--- src/hw/irc_defs.svh ---
// Register offsets, field positions and reset values for the input reference config bank
`ifndef IRC_DEFS_SVH
`define IRC_DEFS_SVH

// Register indices; the byte address on the bus is four times the index
`define IRC_IDX_PRIO 8'h1e
`define IRC_IDX_IN1 8'h1f
`define IRC_IDX_IN2 8'h21
`define IRC_IDX_IN3 8'h22
`define IRC_IDX_CTRL 8'h30

// Field positions
`define IRC_PRIO13_HI 3
`define IRC_PRIO13_LO 0
`define IRC_BKT_HI 5
`define IRC_BKT_LO 4
`define IRC_DIVN_BIT 7
`define IRC_LOCK8K_BIT 6
`define IRC_VIEW_BIT 0

// Writable masks: input 1 and 2 keep only the profile field
`define IRC_IN12_MASK 8'h30
`define IRC_IN3_MASK 8'hff

// Reset values
`define IRC_PRIO_RST_MAIN 8'hfe
`define IRC_PRIO_RST_AUX 8'h00
`define IRC_CFG_RST 8'h00
`define IRC_PRIO_OFF 4'h0

`endif

--- src/hw/irc_pkg.sv ---
// Types shared by the input reference configuration bank
package irc_pkg;
    typedef logic [7:0] irc_byte_t; // One 8-bit register
    typedef enum logic [1:0] {
        IRC_IDLE,
        IRC_ACCESS
    } irc_phase_e; // APB slave phase
endpackage

--- src/hw/irc_regs.sv ---
// APB register bank configuring input reference clocks I1, I2, I3 and I13 priority
//
// The APB slave port is this design's own decision.
`timescale 1ns/100ps
`include "irc_defs.svh"

// How it works
// - I13 priority nibble; zero disables, low wins.
// - Priority register RW, reset per path view.
// - Input 1 config resets zero, fixed 8k.
// - Input 2 config resets zero, fixed 8k.
// - Input 3 bit7 picks direct or pre-divided.
// - Divided clock feeds both DPLL and monitor.
// - Bits 5:4 pick leaky bucket profile.
module irc_regs
    import irc_pkg::*;
(
    input wire logic clk,
    input wire logic rst_b,
    input wire logic psel,
    input wire logic penable,
    input wire logic pwrite,
    input wire logic [31:0] paddr,
    input wire logic [31:0] pwdata,
    input wire logic [3:0] pstrb,
    output logic [31:0] prdata,
    output logic pready,
    output logic pslverr,
    input wire logic i3_raw_clk,
    input wire logic i3_prog_div_clk,
    input wire logic i3_preset_8k_clk,
    output logic i3_dpll_clk,
    output logic i3_freq_mon_clk,
    output logic [3:0] i13_priority,
    output logic i13_auto_enable,
    output logic [1:0] input1_monitor_profile_sel,
    output logic [1:0] input2_monitor_profile_sel,
    output logic [1:0] monitor_profile_sel,
    output logic eight_khz_lock_sel,
    output logic i3_prediv_sel,
    output logic path_view_sel
);

    ////////////////////////////////////////////////////////////////////////////
    // Register state
    irc_byte_t prio; // I13/I14 priority
    irc_byte_t in1_cfg; // Input 1 config
    irc_byte_t in2_cfg; // Input 2 config
    irc_byte_t in3_cfg; // Input 3 config
    logic view; // Path view select
    logic view_seen; // Captured view used by priority reset
    irc_byte_t next_prio;
    irc_byte_t next_in1_cfg;
    irc_byte_t next_in2_cfg;
    irc_byte_t next_in3_cfg;
    logic next_view;
    logic next_view_seen;
    logic [31:0] next_prdata;
    logic next_pslverr;
    irc_phase_e phase;
    irc_phase_e next_phase;

    // Byte address of a register index
    function automatic logic [31:0] reg_addr(input logic [7:0] idx);
        reg_addr = {22'h000000, idx, 2'b00};
    endfunction

    // Merge byte lane 0 of a write under a writable mask
    // Lanes 1-3 carry nothing: every register fits in one byte
    function automatic irc_byte_t lane0(input irc_byte_t old, input irc_byte_t wr,
                                         input irc_byte_t msk, input logic en);
        lane0 = en ? ((wr & msk) | (old & ~msk)) : old;
    endfunction

    logic wr_acc; // Write completes this edge
    logic rd_acc; // Read completes this edge
    logic hit; // Address decodes to a register

    // One wait-free access phase: pready is high throughout
    // Access only counts after a setup cycle; a stray penable without setup is ignored
    // This costs a two-bit phase register but keeps a glitchy master from committing a write
    assign wr_acc = (phase == IRC_ACCESS) & psel & penable & pwrite;
    assign rd_acc = (phase == IRC_ACCESS) & psel & penable & ~pwrite;
    assign pready = 1'b1;
    // Full 32-bit compare: aliases of a register are treated as unmapped
    assign hit = (paddr == reg_addr(`IRC_IDX_PRIO)) || (paddr == reg_addr(`IRC_IDX_IN1)) ||
                 (paddr == reg_addr(`IRC_IDX_IN2)) || (paddr == reg_addr(`IRC_IDX_IN3)) ||
                 (paddr == reg_addr(`IRC_IDX_CTRL));

    ////////////////////////////////////////////////////////////////////////////
    // Next-state for registers and bus answer
    always_comb begin
        next_prio = prio;
        next_in1_cfg = in1_cfg;
        next_in2_cfg = in2_cfg;
        next_in3_cfg = in3_cfg;
        next_view = view;
        next_view_seen = view_seen;
        next_prdata = prdata;
        next_pslverr = 1'b0;
        next_phase = (psel & ~penable) ? IRC_ACCESS : IRC_IDLE;
        // Priority reloads when the view changes, so each path starts from its default
        // Hazard: a priority write landing in the reload cycle wins over the default
        if (view != view_seen) begin
            next_prio = view ? `IRC_PRIO_RST_AUX : `IRC_PRIO_RST_MAIN;
            next_view_seen = view;
        end
        if (psel & ~penable) begin
            // Setup: prepare read data so it is registered at the access edge
            // prdata then holds between transfers, so a late sample sees the last answer
            unique case (paddr)
                reg_addr(`IRC_IDX_PRIO): next_prdata = {24'h000000, prio};
                reg_addr(`IRC_IDX_IN1): next_prdata = {24'h000000, in1_cfg};
                reg_addr(`IRC_IDX_IN2): next_prdata = {24'h000000, in2_cfg};
                reg_addr(`IRC_IDX_IN3): next_prdata = {24'h000000, in3_cfg};
                reg_addr(`IRC_IDX_CTRL): next_prdata = {31'h00000000, view};
                default: next_prdata = 32'h00000000;
            endcase
            next_pslverr = ~hit;
        end else if (psel & penable) begin
            next_pslverr = pslverr;
        end
        if (wr_acc) begin
            // Unmapped writes are dropped and flagged by pslverr
            unique case (paddr)
                reg_addr(`IRC_IDX_PRIO): next_prio = lane0(prio, pwdata[7:0], 8'hff, pstrb[0]);
                // Fixed 8k inputs: frequency and top bits never store a one
                reg_addr(`IRC_IDX_IN1): next_in1_cfg = lane0(in1_cfg, pwdata[7:0], `IRC_IN12_MASK, pstrb[0]);
                reg_addr(`IRC_IDX_IN2): next_in2_cfg = lane0(in2_cfg, pwdata[7:0], `IRC_IN12_MASK, pstrb[0]);
                reg_addr(`IRC_IDX_IN3): next_in3_cfg = lane0(in3_cfg, pwdata[7:0], `IRC_IN3_MASK, pstrb[0]);
                reg_addr(`IRC_IDX_CTRL): next_view = pstrb[0] ? pwdata[`IRC_VIEW_BIT] : view;
                default: next_view = view;
            endcase
        end
    end

    ////////////////////////////////////////////////////////////////////////////
    // Register update
    always_ff @(posedge clk or negedge rst_b) begin
        if (!rst_b) begin
            prio <= `IRC_PRIO_RST_MAIN;
            in1_cfg <= `IRC_CFG_RST;
            in2_cfg <= `IRC_CFG_RST;
            in3_cfg <= `IRC_CFG_RST;
            view <= 1'b0;
            view_seen <= 1'b0;
            prdata <= 32'h00000000;
            pslverr <= 1'b0;
            phase <= IRC_IDLE;
        end else begin
            prio <= next_prio;
            in1_cfg <= next_in1_cfg;
            in2_cfg <= next_in2_cfg;
            in3_cfg <= next_in3_cfg;
            view <= next_view;
            view_seen <= next_view_seen;
            prdata <= next_prdata;
            pslverr <= next_pslverr;
            phase <= next_phase;
        end
    end

    ////////////////////////////////////////////////////////////////////////////
    // Decoded controls
    // Zero takes I13 out of automatic selection; smaller nonzero wins
    assign i13_priority = prio[`IRC_PRIO13_HI:`IRC_PRIO13_LO];
    assign i13_auto_enable = (i13_priority != `IRC_PRIO_OFF);
    assign input1_monitor_profile_sel = in1_cfg[`IRC_BKT_HI:`IRC_BKT_LO];
    assign input2_monitor_profile_sel = in2_cfg[`IRC_BKT_HI:`IRC_BKT_LO];
    assign monitor_profile_sel = in3_cfg[`IRC_BKT_HI:`IRC_BKT_LO];
    assign i3_prediv_sel = in3_cfg[`IRC_DIVN_BIT];
    assign eight_khz_lock_sel = in3_cfg[`IRC_LOCK8K_BIT];
    // Zero selects the main path view, one the aux view
    assign path_view_sel = view;

    // Clock steering is a plain mux; a glitch on change is tolerated by the DPLL
    // Programmable divider routing wins over the preset 8k divider
    always_comb begin
        if (i3_prediv_sel) begin
            i3_dpll_clk = i3_prog_div_clk;
        end else if (eight_khz_lock_sel) begin
            i3_dpll_clk = i3_preset_8k_clk;
        end else begin
            i3_dpll_clk = i3_raw_clk;
        end
        // Monitor never sees the raw clock while pre-dividing
        i3_freq_mon_clk = i3_prediv_sel ? i3_prog_div_clk : i3_raw_clk;
    end

    ////////////////////////////////////////////////////////////////////////////
    // Assertions
    // Each label line carries the tag of the rule it guards
    AST_PRIO_OFF: assert property (@(posedge clk) disable iff (!rst_b)
        (i13_priority == 4'h0) |-> !i13_auto_enable) else $error("I13 enabled with zero priority");
    AST_PRIO_WR: assert property (@(posedge clk) disable iff (!rst_b)
        (wr_acc && paddr == reg_addr(`IRC_IDX_PRIO) && pstrb[0] && view == view_seen) |=>
        prio == $past(pwdata[7:0])) else $error("Priority write not stored");
    AST_VIEW_RST: assert property (@(posedge clk) disable iff (!rst_b)
        (view != view_seen && !wr_acc) |=> prio == (view_seen ? `IRC_PRIO_RST_AUX : `IRC_PRIO_RST_MAIN))
        else $error("Priority view reload wrong");
    AST_IN1_FIX: assert property (@(posedge clk) disable iff (!rst_b)
        (in1_cfg & 8'hcf) == 8'h00) else $error("Input 1 fixed bits set");
    AST_IN2_FIX: assert property (@(posedge clk) disable iff (!rst_b)
        (in2_cfg & 8'hcf) == 8'h00) else $error("Input 2 fixed bits set");
    AST_DIV_ROUTE: assert property (@(posedge clk) disable iff (!rst_b)
        !in3_cfg[`IRC_DIVN_BIT] && !in3_cfg[`IRC_LOCK8K_BIT] |-> i3_dpll_clk == i3_raw_clk)
        else $error("Raw routing wrong");
    AST_DIV_BOTH: assert property (@(posedge clk) disable iff (!rst_b)
        in3_cfg[`IRC_DIVN_BIT] |-> (i3_dpll_clk == i3_prog_div_clk && i3_freq_mon_clk == i3_prog_div_clk))
        else $error("Divided clock not on both");
    AST_LOCK8K: assert property (@(posedge clk) disable iff (!rst_b)
        (!in3_cfg[`IRC_DIVN_BIT] && in3_cfg[`IRC_LOCK8K_BIT]) |-> i3_dpll_clk == i3_preset_8k_clk)
        else $error("Preset 8k routing wrong");
    AST_BUCKET: assert property (@(posedge clk) disable iff (!rst_b)
        (wr_acc && paddr == reg_addr(`IRC_IDX_IN3) && pstrb[0]) |=>
        monitor_profile_sel == $past(pwdata[`IRC_BKT_HI:`IRC_BKT_LO])) else $error("Bucket select not updated");
    // Unmapped setup must answer with an error in the access phase
    AST_UNMAPPED: assert property (@(posedge clk) disable iff (!rst_b)
        (psel && !penable && !hit) |=> pslverr) else $error("Unmapped access not flagged");

    // Covers mark the main scenarios the bench must reach
    COV_WR_IN3: cover property (@(posedge clk) disable iff (!rst_b) wr_acc && paddr == reg_addr(`IRC_IDX_IN3));
    COV_RD_PRIO: cover property (@(posedge clk) disable iff (!rst_b) rd_acc && paddr == reg_addr(`IRC_IDX_PRIO));
    COV_VIEW: cover property (@(posedge clk) disable iff (!rst_b) view && view_seen);
    COV_ERR: cover property (@(posedge clk) disable iff (!rst_b) pslverr && psel && penable);
    COV_LOCK8K: cover property (@(posedge clk) disable iff (!rst_b) eight_khz_lock_sel && !i3_prediv_sel);

endmodule // irc_regs

--- config.mk ---
export PLATFORM = sky130hd
export DESIGN_NAME = irc_regs
export DESIGN_NICKNAME = d
export VERILOG_FILES = /design/src/hw/irc_pkg.sv /design/src/hw/irc_regs.sv
export VERILOG_INCLUDE_DIRS = /design/src /design/src/hw
export SDC_FILE = /design/constraint.sdc
export NUM_CORES = 1
export LEC_CHECK = 0
export BUFFER_PORTS_ARGS = -buffer_cell sky130_fd_sc_hd__buf_4
export CAP_MARGIN = 20
export CELL_PAD_IN_SITES_DETAIL_PLACEMENT = 2
export CELL_PAD_IN_SITES_GLOBAL_PLACEMENT = 2
export CORE_ASPECT_RATIO = 0.6
export CORE_MARGIN = 2
export CORE_UTILIZATION = 21
export CTS_CLUSTER_DIAMETER = 120
export DETAILED_ROUTE_END_ITERATION = 10
export GPL_TIMING_DRIVEN = 0
export PLACE_DENSITY = 0.76
export RECOVER_POWER = 50
export SYNTH_ARGS = -nofsm -noshare
export SYNTH_HDL_FRONTEND = slang
export SYNTH_SLANG_ARGS = --single-unit
--- constraint.sdc ---
create_clock -name clk -period 1.7 [get_ports clk]
set_clock_uncertainty 0.05 [all_clocks]
set_input_delay 0.34 -clock clk [delete_from_list [all_inputs] [get_ports clk]]
set_output_delay 0.34 -clock clk [all_outputs]
set_load 0.03 [all_outputs]
Word level (Yosys, flattened, before mapping)
Cells that the tools add are included.
W data, S select, Z words.
{"block": "totals", "ff_bits": 68, "inputBits": 76}
{"block": "op_classes", "eq_ne": 9, "mux": 12, "bitwise_logic": 9, "n_reduce_logical": 9}
{"cell": "$eq A32 B8 Y1 const B", "n": 3}
{"cell": "$eq A32 B7 Y1 const B", "n": 2}
{"cell": "$mux W8", "n": 5}
{"cell": "$pmux W8 S5", "n": 1}
{"cell": "$or A6 B8 Y8", "n": 2}
{"cell": "$reduce_and A3 Y1", "n": 4}
{"cell": "$mux W1", "n": 6}
{"cell": "$and A1 B1 Y1", "n": 5}
{"cell": "$logic_or A1 B1 Y1", "n": 4}
{"cell": "$reduce_bool A4 Y1", "n": 1}
{"cell": "$ne A3 B3 Y1 const B", "n": 1}
{"cell": "$ne A2 B2 Y1 const B", "n": 1}
{"cell": "$not A1 Y1", "n": 2}
{"cell": "$eq A1 B1 Y1 const B", "n": 1}
{"cell": "$ne A1 B1 Y1", "n": 1}

Longest topological paths before layout
{"block": "depth", "depth_word": 7, "depth_mapped": 6}

Worst setup path before layout
Ideal clock, no wire load.
{"block": "synth_timing", "path_kind": "input -> register", "start": "input port paddr[6]", "end": "register in3_cfg[0]", "arrival_ns": 1.990, "t_required_ns": 1.525, "setup_slack_ns": -0.465, "path_stages": 4, "path_buffers": 0, "cell_sequence": "or4b_4 > nor3b_4 > nor3b_4 > mux2_2"}
{"block": "synth_via", "elab_chain_cells": 2}
{"element": "start: declaration", "line_no": "irc_regs.sv:23", "rtl": "input wire logic [31:0] paddr,"}
{"element": "$eq A32 B8 Y1", "line_no": "irc_regs.sv:125", "rtl": "unique case (paddr)"}
{"element": "$reduce_and A3 Y1 (no source line)"}
{"element": "end signal: assignment", "line_no": "irc_regs.sv:144", "rtl": "in3_cfg <= `IRC_CFG_RST;"}
{"element": "end signal: assignment", "line_no": "irc_regs.sv:154", "rtl": "in3_cfg <= next_in3_cfg;"}
{"element": "end: declaration", "line_no": "irc_regs.sv:49", "rtl": "irc_byte_t in3_cfg;"}
Every way passes these cells.
A chain may end at the register's enable or synchronous reset.

Final worst setup path
{"block": "layout_timing", "start": "input port paddr[4]", "end": "register in3_cfg[7]"}
The elaborated chain is that of the path after synthesis.

==> results <==
- The run finished, with violations left.
- The checks that failed: negative setup slack.
- Walking the worst path, the cells encountered are buf_6, or4b_4, nor3b_4, nor3b_4, buf_12, mux2_4.
- The area of the mapped netlist is 1986 um2.
- The leakage power total is 1.549 nW.
- The maximum fanout count along the critical path is 8.
- The post-detailed-route DRC marker count is 0.
- The share of synthesized cell area in and, or, nand and nor gates is 14.62%.
- The parity-gate share of the synthesized area counting xor and xnor cells is 0.4411%.
- The number of nets in the finished design is 373.
- Detailed placement ended at an HPWL of 5048 um.
- The overall overflow remaining after global route is 0.
- The average cell area after synthesis is 10.62 um2.
- By area the synthesized netlist is led by sky130_fd_sc_hd__dfrtp_1, sky130_fd_sc_hd__mux2_2, sky130_fd_sc_hd__buf_4.
- The Yosys step of the flow raised 0 warnings.
- In the finished design, the share of the clock period the worst path needs comes to 108.2%.
- The final critical-path setup slack is -0.1402 ns.
- The area growth from synthesis to layout is 63.08%.
- The TritonCTS buffer count is 5.
- The routed wire length is a little over 7000 um.
- The slowest stage of the critical path belongs to the cell sky130_fd_sc_hd__or4b_4.
- The number of DRC markers in iteration 0 is 88.
- The final hold violation count is 0.
- The final critical-path required period is 1.840 ns.
- The largest voltage drop on the vdd net is 0.3029 mV.
- The element type at the critical path start is an input pin.
- Data arrives at the worst endpoint at ~2.0 ns.
- Among the stages of the critical path, the cell type that occurs most often is sky130_fd_sc_hd__nor3b_4.
- The later-pin clock latency in the skew report is 0.28 ns.
- Of the total synthesized cell area, the portion taken by full adders, half adders and majority gates is 1.512%.
- The root buffer cell chosen for the clock tree is sky130_fd_sc_hd__clkbuf_16.
- The die is about 130 um wide.
- The count of vias placed by the detailed router is 1,803.
- Power comes to 2.180 mW.
- The count of nets left with antenna violations once routing finished came out at 0.
- The post-synthesis cell type with the largest combined area is sky130_fd_sc_hd__dfrtp_1.
- Setup violations remaining at the end of the flow were counted as 14.
- The number of detailed-routing iterations run before antenna repair is 4.
- The via count of the first global-routing pass is 1,953.
- The vertical extent of the die is 79.32 um.
- Global routing used 14.04% of the available tracks across all layers.
- Across the run, the number of max-cap violations was 0.
- The floorplan has 27 rows.
- STA classifies the critical path endpoint as a register.
- Across all hold checks on the routed design, the worst slack comes to about 0.26 ns.
- The maximum level of the CTS H-tree is 2.
- After synthesis the netlist holds a flip-flop and latch count of 32.
- The congestion estimate from routability-driven global placement came to about 0.74.
- Once placement finished, the instance area stood at 2828 um2.
- Power spread over the standard cell area amounts to 673.3 nW/um2.
- The initial core utilization is between 20 and 25%.
- For this design, the sink count on the clock tree is 32.
- By count the netlist is led by sky130_fd_sc_hd__buf_4, sky130_fd_sc_hd__dfrtp_1, sky130_fd_sc_hd__mux2_2.
- The TritonCTS clock tree is done.
- The first global-routing pass estimated 11,010 um of wire.
- The final count of pins violating max slew is 0.
- The antenna cell count is 0.
- The leading cell type by number of instances after synthesis is sky130_fd_sc_hd__buf_4.
- For this run, the register share of the synthesized area comes to about 41%.
- Clock-pin slew was measured on the worst setup and hold paths at 0.06 ns.
- The worst hold path belongs to the class input pin to register.
- For this design the top-level I/O count stands at around 130.
- Broken down by cell family, the worst path's largest delay share belongs to simple AND/OR/NAND/NOR gates.
- The critical path's largest stage delay is approximately 0.56 ns.
- The synthesized design contains 0 enable-type register cells.
- The post-route netlist has 57.05% of its cells at a drive strength greater than 1.
- Setup repair after global routing could not meet its margin everywhere.
- In the synthesized netlist, mux cells make up 17.45% of the area.
- The number of antenna violations at the first check in global routing is 0.
- The top cell type's share of synthesized area is roughly a third.
- The required time reported for the critical path endpoint is 1.81 ns.
- The area fraction in compound gates after synthesis is 10.52%.
- The most used flip-flop cell after synthesis is sky130_fd_sc_hd__dfrtp_1.
- The critical path is of the input pin to register type.
- After detailed routing, the average wire length per cell comes to ~17 um.
- The longest clock path from root to sink contains 2 buffers.
- At the pin with the least slew margin, the transition time is 0.8248 ns.
- The worst pin sits at a relative slew slack of 45.01%.
- Derived from the worst setup path, the maximum achievable clock frequency is 0.5434 GHz.
- The setup TNS is -1.410 ns.
- After synthesis, the largest family of logic cells by area is multiplexers.
- In this run the tool buffered the top-level ports with 70 buffer cells.
- In the routed layout, each cell is associated on average with a via count of 4.213.
- The number of different library cells used by synthesis comes to 40.
- The maximum number of pins on one net before global-route repair is 33.
- The number of instances in the synthesized netlist is 187.
- The number of buffers and inverters on the critical path is 2.
- For this run, asynchronously set or reset flops after synthesis account for 100.0%.
- The core region is a little over 9000 um2.
- With fillers left out, the area of the finished cells amounts to about 3200 um2.
- The die outline area is 10,270 um2.
- The final core area utilization is 35.24%.
through the flow:
stage | cells | setup WS [ns]
finish | 428 | -0.1402
global placement | 410 | -1.001
CTS | 429 | -0.1394
global route | 428 | -0.1783
detailed placement | 410 | -1.020
floorplan | 210 | -0.4461
what timing repair did:
action	in CTS	in global routing
buffers inserted	10	2
setup endpoints to repair	31	30
gates resized for setup	21	13
pin swaps	5	7
endpoints found under the hold margin	25	0
hold buffers	1	0
cloned	0	0
cell usage in the layout (no fill, tap or decap), types with 3 or more instances in the layout:
master and n:
sky130_fd_sc_hd__a22oi_1 5, sky130_fd_sc_hd__mux2_4 13, sky130_fd_sc_hd__a21oi_1 4, sky130_fd_sc_hd__dfstp_2 7
sky130_fd_sc_hd__a211oi_2 3, sky130_fd_sc_hd__nor4_4 6, sky130_fd_sc_hd__o31ai_1 6, sky130_fd_sc_hd__inv_1 4
sky130_fd_sc_hd__conb_1 25, sky130_fd_sc_hd__clkbuf_1 4, sky130_fd_sc_hd__nand2_1 7, sky130_fd_sc_hd__mux2_2 8
sky130_fd_sc_hd__nor2_1 5, sky130_fd_sc_hd__clkbuf_16 5, sky130_fd_sc_hd__mux2i_1 11, sky130_fd_sc_hd__maj3_1 3
sky130_fd_sc_hd__buf_4 107, sky130_fd_sc_hd__dfrtp_1 25, sky130_fd_sc_hd__buf_6 4, sky130_fd_sc_hd__nand3_1 3
sky130_fd_sc_hd__nand2b_1 4
layout make-up:
| class | instances | area (um2) |
|---|---|---|
| Buffer | 38 | 275.3 |
| Clock buffer | 6 | 128.9 |
| Clock inverter | 2 | 35.03 |
| Fill cell | 1003 | 5951 |
| Inverter | 5 | 18.77 |
| Multi-Input combinational cell | 134 | 1176 |
| Sequential cell | 32 | 809.5 |
| Tap cell | 130 | 162.7 |
| Timing Repair Buffer | 81 | 631.9 |
routing by layer:
layer,GRT usage [%],wire [um]
met1,19.84,3385
met2,21.84,3230
met3,3.571,444
met4,2.473,14
met5,0,0
worst paths after layout:
check                                from         end  slack (ns)  depth (start not counted)
worst max-delay path             paddr[4]  in3_cfg[7]       -0.14                          6
min in group asynchronous           rst_b   prdata[1]        0.65                          2
worst max register to register   phase[0]  in3_cfg[7]        0.01                          6
worst min-delay path            pwdata[1]  in3_cfg[1]        0.26                          2
max in group asynchronous           rst_b  in3_cfg[7]        0.42                          2
worst min register to register  prdata[7]   prdata[7]        0.43                          2
state kept, by name (all words and copies together), names as in the netlist:
name           cells
in3_cfg            8
prdata             8
prio               8
in1_cfg            2
in2_cfg            2
path_view_sel      1
phase              1
pslverr            1
view_seen          1
power breakdown:
part	total (mW)	switching [mW]	internal [mW]
clock network	1.02	0.330	0.689
registers	0.777	0.00447	0.773
logic	0.385	0.218	0.166
cells by family (layout without fill, tap and decap cells):
| family | Yosys count | count (layout) |
|---|---|---|
| simple gates | 44 | 44 |
| compound gates | 29 | 29 |
| xor+xnor | 1 | 1 |
| flops | 32 | 32 |
| buf+inv | 44 | 132 |
| other cells | 2 | 25 |
| mux | 32 | 32 |
| fa+ha+maj | 3 | 3 |
Note: power is estimated with default switching activity, not from simulation.
